[config.mk]
export PLATFORM = sky130hd
export DESIGN_NAME = dual_half_timer_core
export DESIGN_NICKNAME = d
export VERILOG_FILES = /design/src/hw/timer_pkg.sv /design/src/hw/dual_half_timer_core.sv /design/src/hw/half_counter.sv /design/src/hw/rtc_prediv.sv
export VERILOG_INCLUDE_DIRS = /design/src /design/src/hw
export SDC_FILE = /design/constraint.sdc
export NUM_CORES = 1
export LEC_CHECK = 0
export ABC_CLOCK_PERIOD_IN_PS = 7500
export BUFFER_PORTS_ARGS = -buffer_cell sky130_fd_sc_hd__buf_2
export CORE_AREA = 4 4 129 131
export CTS_BUF_LIST = sky130_fd_sc_hd__clkbuf_2
export DETAILED_ROUTE_END_ITERATION = 16
export DIE_AREA = 0 0 133 135
export PLACE_DENSITY = 0.85
export SLEW_MARGIN = 0
export SYNTH_ARGS = -nofsm -noshare
export SYNTH_HDL_FRONTEND = slang
export SYNTH_SLANG_ARGS = --single-unit
[constraint.sdc]
create_clock -name mclk -period 7.5 [get_ports mclk]
set_input_delay 1.5 -clock mclk [delete_from_list [all_inputs] [get_ports mclk]]
set_output_delay 1.5 -clock mclk [all_outputs]
set_load 0.1 [all_outputs]
[src/hw/timer_params.svh]
`ifndef TIMER_PARAMS_SVH
`define TIMER_PARAMS_SVH

// ============================================
// Configuration select codes
`define CFG_JOINED 3'h0
`define CFG_RTC 3'h1
`define CFG_SPLIT 3'h4
`define CFG_RESET 3'h0

// ============================================
// Half mode field codes
`define MODE_ONESHOT 2'h1
`define MODE_PERIODIC 2'h2
`define MODE_RESET 2'h0

// ============================================
// Reset and special values
`define LOAD_RESET 16'hffff
`define CNT_RESET 16'hffff
`define PRE_RESET 8'h00
`define PRE_ZERO 8'h00
`define HALF_ZERO 16'h0000
`define HALF_ONES 16'hffff
`define FULL_ZERO 32'h00000000
`define RTC_FIRST 32'h00000001
`define MATCH_RESET 32'hffffffff

// ============================================
// Real-time input and output rates in Hz
`define RTC_IN_HZ 32768
`define RTC_OUT_HZ 1

`endif

[src/hw/timer_pkg.sv]
package timer_pkg;

	typedef enum logic [1:0] {
		joined_timer,
		joined_rtc,
		split_halves
	} cfg_mode_t;

	// Control bits; the two run enables may be cleared by hardware
	typedef struct packed {
		logic rtc_count_enable;
		logic half_b_adc_trig_en;
		logic half_b_debug_stall;
		logic half_b_run_enable;
		logic half_a_adc_trig_en;
		logic half_a_debug_stall;
		logic half_a_run_enable;
	} ctl_t;

	// One bit per event source
	typedef struct packed {
		logic rtc_match;
		logic half_b_timeout;
		logic half_a_timeout;
	} irq_t;

endpackage

[src/hw/dual_half_timer_core.sv]
`timescale 1ns/100ps
`include "timer_params.svh"

// Notes on behaviour
// RL1: Reset sets both counts and both loads to all-ones, block idle, controls default.
// RL2: Reset clears both prescale registers to zero.
// RL3: Config 0 joins halves as timer; config 1 joins them as real-time counter.
// RL4: Config 4 splits the halves; each has its own mode.
// RL5: Joined load write: low half to A load, high half to B load.
// RL6: Joined read of A count gives B count above A count.
// RL7: Joined timer counts down 32 bits; only A mode picks one-shot or periodic.
// RL8: Count down, reload after zero; one-shot stops and clears enable.
// RL9: Time-out sets sticky raw flag until cleared; masked flag follows mask.
// RL10: Converter trigger pulses at time-out only with trigger enable set.
// RL11: Load write while running goes into the counter next clock.
// RL12: Stall bit plus debug halt freezes the count; resume afterwards.
// RL13: Real-time mode counts up; first selection loads one.
// RL14: Slow capture-pin clock is divided to one hertz to step the counter.
// RL15: Real-time count equal to match rolls over to zero and continues.
// RL16: Match sets raw flag, masked flag if unmasked; clear bit clears both.
// RL17: Real-time enable keeps counting through debug halt despite stall bits.
// RL18: Split halves are 16-bit down-counters with optional 8-bit prescale.
// RL19: Split half at zero reloads load and prescale; one-shot stops.
// RL20: Split half time-out sets its flags and trigger when enabled.
// RL21: Prescale value N gives N+1 clocks per count.
// RL22: Software clears a flag by writing one to its clear bit.
// RL23: Clear bits written zero leave the flags untouched.
module dual_half_timer_core #(
	parameter int RTC_DIV = `RTC_IN_HZ / `RTC_OUT_HZ
) (
	input wire logic mclk, // System clock
	input wire logic rst, // Synchronous reset
	input wire logic cfg_wr, // Write config_select_reg
	input wire logic [2:0] cfg_wdata, // Config value
	input wire logic mode_a_wr, // Write half_a_mode_reg
	input wire logic mode_b_wr, // Write half_b_mode_reg
	input wire logic [1:0] mode_wdata, // Mode field value
	input wire logic ctl_wr, // Write timer_control_reg
	input wire timer_pkg::ctl_t ctl_wdata, // Control value
	input wire logic load_a_wr, // Write half_a_interval_load
	input wire logic load_b_wr, // Write half_b_interval_load
	input wire logic [31:0] load_wdata, // Load value
	input wire logic pre_a_wr, // Write half_a_prescale_reg
	input wire logic pre_b_wr, // Write half_b_prescale_reg
	input wire logic [7:0] pre_wdata, // Prescale value
	input wire logic match_wr, // Write half_a_match_reg
	input wire logic [31:0] match_wdata, // Match value
	input wire timer_pkg::irq_t irq_mask, // irq_mask_reg contents
	input wire timer_pkg::irq_t irq_clear, // irq_clear_reg write pulse
	input wire logic dbg_halt, // Processor halted by debugger
	input wire logic capture_compare_pin, // Slow real-time input clock
	output timer_pkg::ctl_t ctl_rd, // timer_control_reg readback
	output logic [2:0] cfg_rd, // config_select_reg readback
	output logic [31:0] count_a_rd, // half_a_count_reg readback
	output logic [15:0] count_b_rd, // half_b_count_reg readback
	output timer_pkg::irq_t raw_status, // raw_irq_status_reg
	output timer_pkg::irq_t masked_status, // masked_irq_status_reg
	output logic irq, // Interrupt request
	output logic adc_trig // Converter trigger pulse
);
	// ============================================
	// Registers
	timer_pkg::ctl_t ctl, next_ctl;
	timer_pkg::irq_t raw, next_raw;
	timer_pkg::cfg_mode_t mode;
	logic [2:0] cfg, next_cfg;
	logic [1:0] mode_a, next_mode_a, mode_b, next_mode_b;
	logic [15:0] load_a, next_load_a, load_b, next_load_b;
	logic [7:0] pre_a, next_pre_a, pre_b, next_pre_b;
	logic [31:0] match, next_match;
	logic trig, next_trig;
	localparam logic [31:0] RTC_FIRST_VAL = `RTC_FIRST;

	// ============================================
	// Counter control
	logic [15:0] cnt_a, cnt_b;
	logic [31:0] full;
	logic tick_a, tick_b, rtc_tick;
	logic step_a, step_b, ld_a, ld_b, use_pre, count_up;
	logic [15:0] ld_val_a, ld_val_b;
	logic [7:0] ld_pre_a, ld_pre_b;
	logic to_a, to_b, match_hit, rtc_first;
	logic run_a, run_b, rtc_run;

	assign full = {cnt_b, cnt_a};

	always_comb begin
		case (cfg)
			`CFG_JOINED: mode = timer_pkg::joined_timer; // RL3
			`CFG_RTC: mode = timer_pkg::joined_rtc; // RL3
			default: mode = timer_pkg::split_halves; // RL4
		endcase
	end

	assign run_a = ctl.half_a_run_enable && !(dbg_halt && ctl.half_a_debug_stall); // RL12
	assign run_b = ctl.half_b_run_enable && !(dbg_halt && ctl.half_b_debug_stall); // RL12
	// Real-time enable overrides both stall bits during a halt
	assign rtc_run = ctl.half_a_run_enable && !(dbg_halt && !ctl.rtc_count_enable
		&& (ctl.half_a_debug_stall || ctl.half_b_debug_stall)); // RL17
	assign rtc_first = cfg_wr && cfg_wdata == `CFG_RTC && cfg != `CFG_RTC; // RL13

	always_comb begin
		step_a = 1'b0;
		step_b = 1'b0;
		ld_a = 1'b0;
		ld_b = 1'b0;
		ld_val_a = load_a;
		ld_val_b = load_b;
		ld_pre_a = `PRE_ZERO;
		ld_pre_b = `PRE_ZERO;
		use_pre = 1'b0;
		count_up = 1'b0;
		to_a = 1'b0;
		to_b = 1'b0;
		match_hit = 1'b0;
		case (mode)
			timer_pkg::joined_timer: begin
				// 32-bit down count; B borrows from A
				step_a = run_a;
				to_a = run_a && full == `FULL_ZERO; // RL8
				step_b = tick_a && cnt_a == `HALF_ZERO && !to_a; // RL7
				ld_a = to_a || load_a_wr; // RL8 RL11
				ld_b = ld_a;
				if (load_a_wr) begin
					ld_val_a = load_wdata[15:0]; // RL5 RL11
					ld_val_b = load_wdata[31:16]; // RL5 RL11
				end
			end
			timer_pkg::joined_rtc: begin
				count_up = 1'b1; // RL13
				step_a = rtc_run && rtc_tick; // RL14
				match_hit = step_a && full == match; // RL15
				step_b = tick_a && cnt_a == `HALF_ONES && !match_hit;
				ld_a = match_hit;
				ld_b = match_hit;
				ld_val_a = `HALF_ZERO; // RL15
				ld_val_b = `HALF_ZERO; // RL15
			end
			default: begin
				use_pre = 1'b1; // RL18
				step_a = run_a;
				step_b = run_b;
				to_a = tick_a && cnt_a == `HALF_ZERO; // RL19
				to_b = tick_b && cnt_b == `HALF_ZERO; // RL19
				ld_a = to_a || load_a_wr; // RL11 RL19
				ld_b = to_b || load_b_wr; // RL11 RL19
				ld_pre_a = pre_a; // RL19
				ld_pre_b = pre_b; // RL19
				if (load_a_wr) begin
					ld_val_a = load_wdata[15:0]; // RL11
				end
				if (load_b_wr) begin
					ld_val_b = load_wdata[15:0]; // RL11
				end
			end
		endcase
		if (rtc_first) begin
			ld_a = 1'b1;
			ld_b = 1'b1;
			ld_val_a = RTC_FIRST_VAL[15:0]; // RL13
			ld_val_b = RTC_FIRST_VAL[31:16]; // RL13
		end
	end

	half_counter u_half_a (
		.mclk(mclk),
		.rst(rst),
		.ld(ld_a),
		.ld_cnt(ld_val_a),
		.ld_pre(ld_pre_a),
		.step(step_a),
		.use_pre(use_pre),
		.count_up(count_up),
		.cnt(cnt_a),
		.tick(tick_a)
	);

	half_counter u_half_b (
		.mclk(mclk),
		.rst(rst),
		.ld(ld_b),
		.ld_cnt(ld_val_b),
		.ld_pre(ld_pre_b),
		.step(step_b),
		.use_pre(use_pre),
		.count_up(count_up),
		.cnt(cnt_b),
		.tick(tick_b)
	);

	rtc_prediv #(
		.DIV(RTC_DIV)
	) u_prediv (
		.mclk(mclk),
		.rst(rst),
		.en(mode == timer_pkg::joined_rtc),
		.pin(capture_compare_pin),
		.tick(rtc_tick)
	);

	// ============================================
	// Register file next values
	always_comb begin
		next_cfg = cfg_wr ? cfg_wdata : cfg;
		next_mode_a = mode_a_wr ? mode_wdata : mode_a;
		next_mode_b = mode_b_wr ? mode_wdata : mode_b;
		next_pre_a = pre_a_wr ? pre_wdata : pre_a;
		next_pre_b = pre_b_wr ? pre_wdata : pre_b;
		next_match = match_wr ? match_wdata : match;
		next_load_a = load_a_wr ? load_wdata[15:0] : load_a; // RL5
		next_load_b = load_b;
		if (load_a_wr && mode != timer_pkg::split_halves) begin
			next_load_b = load_wdata[31:16]; // RL5
		end else if (load_b_wr) begin
			next_load_b = load_wdata[15:0];
		end
		next_ctl = ctl;
		// Hardware clear first so a same-cycle software write wins
		if (to_a && mode_a == `MODE_ONESHOT) begin
			next_ctl.half_a_run_enable = 1'b0; // RL7 RL8 RL19
		end
		if (to_b && mode_b == `MODE_ONESHOT) begin
			next_ctl.half_b_run_enable = 1'b0; // RL19
		end
		if (ctl_wr) begin
			next_ctl = ctl_wdata;
		end
		// Set wins over a clear arriving in the same cycle
		next_raw = (raw & ~irq_clear) // RL22 RL23
			| timer_pkg::irq_t'({match_hit, to_b, to_a}); // RL9 RL16 RL20
		next_trig = (to_a && ctl.half_a_adc_trig_en) || (to_b && ctl.half_b_adc_trig_en); // RL10 RL20
	end

	always_ff @(posedge mclk) begin
		if (rst) begin
			cfg <= `CFG_RESET; // RL1
			mode_a <= `MODE_RESET;
			mode_b <= `MODE_RESET;
			ctl <= '0; // RL1
			load_a <= `LOAD_RESET; // RL1
			load_b <= `LOAD_RESET; // RL1
			pre_a <= `PRE_RESET; // RL2
			pre_b <= `PRE_RESET; // RL2
			match <= `MATCH_RESET;
			raw <= '0;
			trig <= 1'b0;
		end else begin
			cfg <= next_cfg;
			mode_a <= next_mode_a;
			mode_b <= next_mode_b;
			ctl <= next_ctl;
			load_a <= next_load_a;
			load_b <= next_load_b;
			pre_a <= next_pre_a;
			pre_b <= next_pre_b;
			match <= next_match;
			raw <= next_raw;
			trig <= next_trig;
		end
	end

	// ============================================
	// Outputs
	assign ctl_rd = ctl;
	assign cfg_rd = cfg;
	assign count_a_rd = (mode == timer_pkg::split_halves) ? {`HALF_ZERO, cnt_a} : full; // RL6
	assign count_b_rd = cnt_b;
	assign raw_status = raw;
	assign masked_status = raw & irq_mask; // RL9 RL16 RL20
	assign irq = |masked_status; // RL16 RL20
	assign adc_trig = trig;
endmodule

[src/hw/half_counter.sv]
`timescale 1ns/100ps
`include "timer_params.svh"

module half_counter (
	input wire logic mclk, // System clock
	input wire logic rst, // Synchronous reset
	input wire logic ld, // Load count and prescale
	input wire logic [15:0] ld_cnt, // Count load value
	input wire logic [7:0] ld_pre, // Prescale load value
	input wire logic step, // Counting allowed this cycle
	input wire logic use_pre, // Prescaler in use
	input wire logic count_up, // Count direction
	output logic [15:0] cnt, // Current count
	output logic tick // Count changes this cycle
);
	logic [7:0] pre;
	logic [15:0] next_cnt;
	logic [7:0] next_pre;

	assign tick = step && (!use_pre || pre == `PRE_ZERO); // RL21

	always_comb begin
		next_cnt = cnt;
		next_pre = pre;
		if (ld) begin
			next_cnt = ld_cnt;
			next_pre = ld_pre;
		end else if (step) begin
			if (tick) begin
				next_pre = ld_pre; // RL21
				next_cnt = count_up ? cnt + 16'h0001 : cnt - 16'h0001;
			end else begin
				next_pre = pre - 8'h01;
			end
		end
	end

	always_ff @(posedge mclk) begin
		if (rst) begin
			cnt <= `CNT_RESET; // RL1
			pre <= `PRE_RESET; // RL2
		end else begin
			cnt <= next_cnt;
			pre <= next_pre;
		end
	end
endmodule

[src/hw/rtc_prediv.sv]
`timescale 1ns/100ps
`include "timer_params.svh"

module rtc_prediv #(
	parameter int DIV = `RTC_IN_HZ / `RTC_OUT_HZ
) (
	input wire logic mclk, // System clock
	input wire logic rst, // Synchronous reset
	input wire logic en, // Divider active
	input wire logic pin, // Slow clock from capture pin
	output logic tick // One-cycle pulse per divided period
);
	localparam int W = $clog2(DIV + 1);

	logic sync1;
	logic sync2;
	logic prev;
	logic rise;
	logic [W-1:0] cnt;
	logic [W-1:0] next_cnt;

	// Pin is asynchronous; edge taken only after two stages
	assign rise = sync2 && !prev;
	assign tick = en && rise && cnt == W'(DIV - 1); // RL14

	always_comb begin
		next_cnt = cnt;
		if (!en) begin
			next_cnt = '0;
		end else if (rise) begin
			next_cnt = (cnt == W'(DIV - 1)) ? '0 : cnt + W'(1);
		end
	end

	always_ff @(posedge mclk) begin
		if (rst) begin
			sync1 <= 1'b0;
			sync2 <= 1'b0;
			prev <= 1'b0;
			cnt <= '0;
		end else begin
			sync1 <= pin;
			sync2 <= sync1;
			prev <= sync2;
			cnt <= next_cnt;
		end
	end
endmodule

==> results of run 1 <==
[path summary, 6_finish.rpt]
kind	start	endpoint	slack, ns
hold reg to reg	u_prediv.sync1$_SDFF_PP0_	u_prediv.sync2$_SDFF_PP0_	0.47
setup / recovery	load_a_wr	u_half_b.pre[2]$_SDFFE_PP0P_	3.09
setup reg to reg	cfg_rd[0]$_SDFFE_PP0P_	u_half_b.cnt[15]$_SDFFE_PP1P_	3.41
hold / removal	u_prediv.sync1$_SDFF_PP0_	u_prediv.sync2$_SDFF_PP0_	0.47
[flip-flops by register name, indices dropped and copies added (netlist names)]
name and cells:
load_a 16, load_b 16, u_half_b.pre 8, u_prediv.cnt 16
u_prediv.sync2 1, pre_a 8, mode_a 2, raw_status 3
mode_b 2, pre_b 8, u_half_a.pre 8, cfg_rd 3
match 32, u_prediv.sync1 1, ctl_rd 7, u_prediv.prev 1
u_half_b.cnt 16, u_half_a.cnt 16, adc_trig 1
[stage by stage]
step	power, mW	setup slack (ns)	utilization, %	cells
2_1_floorplan	1.765	2.877	-	1076
3_3_place_gp	1.947	2.574	65.14	1411
3_5_place_dp	1.965	2.519	65.14	1411
4_1_cts	2.424	3.289	66.50	1440
5_1_grt	2.543	2.913	66.55	1443
6_report	2.432	3.094	66.55	1443
[metal layers]
layer	vias up	wire [um]	global-route usage, %
met2	386	12030	44.27
met1	4097	11160	38.19
met4	0	997	12.64
li1	4167	-	-
met5	-	0	0
met3	72	1874	4.508
[report_power, final]
group | switching [mW] | leakage, nW | total (mW) | internal, mW
Clock | 0.292 | 0.135 | 0.470 | 0.178
Sequential | 0.0879 | 1.36 | 1.03 | 0.943
Combinational | 0.652 | 2.97 | 0.931 | 0.280
Total | 1.03 | 4.47 | 2.43 | 1.40
[worst max-delay path, cell delays in order]
cell and delay [ns]:
buf_2 0.39, nand2_1 0.73, nand2_1 0.10, o21ai_0 0.57, nand3_2 0.44, nor3_1 0.73
nand2_1 0.28, o311ai_1 0.30
[kinds of logic after synthesis]
logic type | Yosys count | synth area share, %
adders and majority gates | 34 | 4.774
AOI/OAI and AO/OA | 215 | 15.90
xor gates and xnor gates | 74 | 7.026
buffers and inverters | 71 | 2.997
muxes | 105 | 11.49
DFF | 165 | 35.81
and+or+nand+nor | 412 | 22.01
[layout by cell type, fill, tap and decap left out, drive strengths merged, types with 8 or more instances in the layout]
| cell | count |
|---|---|
| buf | 172 |
| dfxtp | 165 |
| nand2 | 127 |
| mux2i | 98 |
| nor2 | 94 |
| o21ai | 60 |
| xnor2 | 52 |
| a21oi | 48 |
| ha | 32 |
| nor3 | 29 |
| nand3 | 27 |
| and2 | 24 |
| xor2 | 22 |
| nor4 | 20 |
| clkbuf | 20 |
| nand4 | 19 |
| inv | 18 |
| o311ai | 18 |
| and3 | 16 |
| nor2b | 13 |
| o211ai | 12 |
| or3 | 10 |
| o221ai | 10 |
| a221oi | 9 |
| a211o | 8 |
| o22ai | 8 |
| a211oi | 8 |
[final cells by class]
class | instances | area share [%]
multi-input cells | 840 | 54.41
flip-flops and latches | 165 | 31.82
repair buffers | 172 | 8.390
well taps | 216 | 2.604
clock inverters | 9 | 1.085
clock buffers | 20 | 0.9643
inverters | 18 | 0.6509
diodes | 3 | 0.07232
==> impl_metrics.ini, run 1 <==
[min_path]
holdPathStages = 1
hold_path_class = flop to flop

[floorplan]
die_h_um = 135
ios = 169
dieArea_sq_um = 17960
die_w_um = 133
start_util_pct = 59.14
core_area_sq_um = 15600
rows = 46

[detailed_routing]
via_per_inst = 6.044
drt-initial-drc-count = 942
drtPass1Iterations = 5
drc = 0
drt-total-wl_um = 26070
vias = 8722
ant_nets = 0
wl_per_cell_um = 18.06

[flow_run]
drv_cap = 0

[grt]
track_usage_pct = 28.11
grt_overflow = 0
grt_max_degree = 90
grt_pass1_vias = 8018
grt_pass1_wl_um = 40910
antenna_found_initial = 3

[synthesis]
ys_ff_latch = 165
yosys-top-cells-count = 165 x dfxtp_1, 127 x nand2_1, 98 x mux2i_1
synth.area.top_cells = dfxtp_1 36%, mux2i_1 11%, nand2_1 5.2%, xnor2_1 4.9%, ha_1 4.3%
yosysMostFrequentCell = dfxtp_1
synth_ff_type = dfxtp_1
synth_top_area_cell = dfxtp_1
ys_seq_area_share_pct = 35.81
syn_nets = 1213
avgSynthCellArea_sq_um = 8.574
synth_cell_types = 70
yosysWarnings = 0
netlist_area_sq_um = 9225
syn_inst = 1076
async_reset_ff_share_pct = 0
synth_edf_count = 0
synth_top_area_share_pct = 35.81

[timing]
tightest_slew_ns = 1.019
fin_crit_sh_pct = 58.75
hold_violations = 0
finalSetupViolCount = 0
layout_min_cycle_time_ns = 4.406
whs_ns = 0.4697
slew_violations = 0
relSlewSlack_pct = 31.76
fmax_mhz = 227.0
tns_ns = 0
finClkSkew_ns = 0.03021
rsz0062_at_grt = no

[place]
gp_congestion = 0.9159
placed_area_sq_um = 10160
port_buffers = 168
dp_hpwl_um = 19330

[setup_path]
r2r_cells = 11
critPathMaxFanout = 35
cp-start-kind = input port
crit_type = input port to flop
cp_data_arrival_time_ns = 5.07
crit_path_end_kind = flop
cp.required_ns = 8.16

[power]
ir_worst_vdd_mv = 0.1828
pwr_density_cell_nw_per_um2 = 234.3
p_leak_nw = 4.468

[clock_network]
cts_setup_buffers = 0
clk_pin_slew_ns = 0.21
clock_latency_ns = 0.74
clock_sinks = 165
cts-resized-gates = 0
htree_levels = 4
cts_buffer_depth = 2
cts_buffers = 17
root_buffer = clkbuf_2
cts_tree = yes
cts_hold_buffers = 0

[finish]
final_area_sq_um = 10380
drive_gt1_share_pct = 17.97
fillers = 1316
area_growth_pct = 12.52
fin_nets = 1351
multi_input_area_sq_um = 5648
regArea_sq_um = 3303

[outcome]
status = complete, no violations
No activity file was read; power rests on OpenSTA's default activity.
==> inputs of run 2 (changes only) <==
- ABC_AREA: not set -> 1
- ABC_CLOCK_PERIOD_IN_PS: 7500 -> 4500
- CORE_AREA: 4 4 129 131 -> 4 4 135 137
- DIE_AREA: 0 0 133 135 -> 0 0 139 141
- PLACE_DENSITY: 0.85 -> 0.82
- clock period: 7.5 -> 4.5 ns (I/O delays scaled with it)
==> impl_metrics.ini, run 2 <==
[grt]
grt_max_degree = 93
grt_overflow = 0
track_usage_pct = 29.27
grt_pass1_wl_um = 47010
antenna_found_initial = 3
grt_pass1_vias = 9603

[timing]
finClkSkew_ns = 0.05217
fmax_mhz = 304.3
tns_ns = 0
finalSetupViolCount = 0
layout_min_cycle_time_ns = 3.286
fin_crit_sh_pct = 73.02
rsz0062_at_grt = no
relSlewSlack_pct = 40.28
slew_violations = 0
hold_violations = 0
tightest_slew_ns = 0.8958

[power]
ir_worst_vdd_mv = 0.2754
pwr-share-comb_pct = 43.3
pwr_density_cell_nw_per_um2 = 411.6
switchingPower_mw = 2.189
p_int_mw = 2.352
switching_share_pct = 48.21
seq_power_share_pct = 38.4
p_clk_share_pct = 18.3
p_leak_nw = 5.538

[place]
dp.cells = 1846
gp_congestion = 0.9591
port_buffers = 168
dp_hpwl_um = 22200
placed_area_sq_um = 10790

[floorplan]
die_w_um = 139
start_util_pct = 57.64
core_area_sq_um = 17060
rows = 48
die_h_um = 141
dieArea_sq_um = 19600
ios = 169

[synthesis]
synth_top_family_by_area = simple AND/OR/NAND/NOR gates
syn_inst = 1500
ys_ff_latch = 165
synthMuxAreaShare_pct = 2.125
synth.area.top_cells = dfxtp_1 34%, nand2_1 15%, nor2_1 6.9%, o21ai_0 6.8%, inv_1 6.7%
synth_edf_count = 0
yosys-top-cells-count = 387 x nand2_1, 182 x nor2_1, 176 x inv_1
ys_seq_area_share_pct = 33.60
synth_compound_area_share_pct = 17.14
async_reset_ff_share_pct = 0
yosys.area_share.xor_xnor_pct = 3.830
yosysMostFrequentCell = nand2_1
synth_cell_types = 50
synth_top_area_share_pct = 33.60
netlist_area_sq_um = 9832
synth_top_area_cell = dfxtp_1
synth_fa_ha_area_share_pct = 4.480
synth_ff_type = dfxtp_1
avgSynthCellArea_sq_um = 6.555
syn_nets = 1637
yosysWarnings = 0
yosys.area_share.simple_pct = 29.46

[min_path]
hold_path_class = input port to flop
worstHoldStart = capture_compare_pin

[setup_path]
critPathMaxFanout = 51
max_stage_delay_ns = 0.46
critical_path.startpoint = cfg_rd[2]$_SDFFE_PP0P_
crit_path_end_kind = primary output
cp.required_ns = 3.60
r2r_start = cfg_rd[2]$_SDFFE_PP0P_
cp_data_arrival_time_ns = 2.39
cp_cell_sequence = nor2_4, inv_2, buf_4, nor2_1, buf_2
slowest_stage = buf_2
crit_type = flop to primary output
path_buf_inv = 3
cp_top_family = buffers and inverters
cp-start-kind = flop
reg2reg_slack_ns = 1.26

[finish]
finish.utilization_pct = 64.69
area_growth_pct = 12.22
largest_reg_flops = 32
top_register = match
antenna_cells = 0
layout_common_cells = 387 x nand2_1, 182 x nor2_1, 176 x inv_1
instances_no_fill = 1878
final_area_sq_um = 11030
fin_nets = 1777
drive_gt1_share_pct = 14.64
final_common_cell = nand2_1

[detailed_routing]
drtPass1Iterations = 7
via_per_inst = 5.509
vias = 10350
wl_per_cell_um = 15.59
drc = 0
drt-initial-drc-count = 822
drt-total-wl_um = 29290
ant_nets = 0

[clock_network]
cts_tree = yes
htree_levels = 4
clock_sinks = 165
cts-resized-gates = 0
cts_buffers = 17
cts_setup_buffers = 0
cts_hold_buffers = 0
cts_buffer_depth = 2
clk_pin_slew_ns = 0.27
clock_latency_ns = 0.78
root_buffer = clkbuf_2

[outcome]
status = complete, no violations

[flow_run]
drv_cap = 0
==> run 2: changes by cell type in the layout (fill, tap and decap cells not counted), moves of 24 or more <==
cell / change
xnor2_1: -29
nor2_1: +90
nand3_1: +55
a21oi_1: +43
mux2i_1: -85
nand2_1: +260
inv_1: +159
o21ai_0: +79
and2_1: -24
==> run 2: per-layer routing <==
layer / track usage [%] / part of all wire, %
met2: 47.17 / 45
met4: 12.00 / 4.0
met1: 38.20 / 43
met5: 0 / 0.12
met3: 6.547 / 7.7
==> run 2: tightest hold or removal path, cell delays in order <==
cell    delay (ns)
buf_2         0.09
inv_1         0.04
nor2_1        0.03
==> run 2: final cells by class <==
cell class / instances / area [sq um]
Fill cell: 1607 / 6023
Clock inverter: 15 / 162.7
Timing Repair Buffer: 175 / 905.9
Clock buffer: 17 / 85.08
Multi-Input combinational cell: 1098 / 5608
Tap cell: 225 / 281.5
Inverter: 183 / 686.9
Sequential cell: 165 / 3303
==> run 2: path summary, 6_finish.rpt <==
check / cells after the start / to
max: 5 / count_a_rd[27]
min: 3 / u_prediv.sync1$_SDFF_PP0_
max reg2reg: 15 / u_half_b.cnt[10]$_SDFFE_PP1P_
min reg2reg: 2 / u_prediv.sync2$_SDFF_PP0_
==> run 2: power groups by stage <==
stage | Combinational (mW) | Sequential [mW] | Clock, mW
after floorplan | 1.16 | 2.12 | 0
after global placement | 1.93 | 1.77 | 0
after detailed placement | 1.94 | 1.77 | 0
after CTS | 1.95 | 1.74 | 0.839
after global routing | 2.13 | 1.76 | 0.901
final | 1.96 | 1.74 | 0.832
==> run 2: kinds of logic (layout without fill, tap and decap cells) <==
| kind of cell | count (synthesis) | in the layout |
|---|---|---|
| XOR/XNOR | 43 | 43 |
| AO/OA/AOI/OAI | 303 | 303 |
| multiplexers | 20 | 20 |
| adder cells (fa/ha/maj) | 34 | 34 |
| AND/OR/NAND/NOR | 698 | 698 |
| buffers and inverters | 237 | 390 |
| flip-flops | 165 | 165 |
==> run 2: per-stage QoR <==
| stage | setup WS [ns] | power [mW] | hold slack [ns] |
|---|---|---|---|
| floorplan | 0.6536 | 3.273 | 0.3883 |
| global placement | 1.358 | 3.695 | 0.3892 |
| detailed placement | 1.286 | 3.706 | 0.4063 |
| CTS | 1.154 | 4.529 | 0.2376 |
| global route | 0.9600 | 4.797 | 0.2030 |
| finish | 1.214 | 4.541 | 0.2968 |
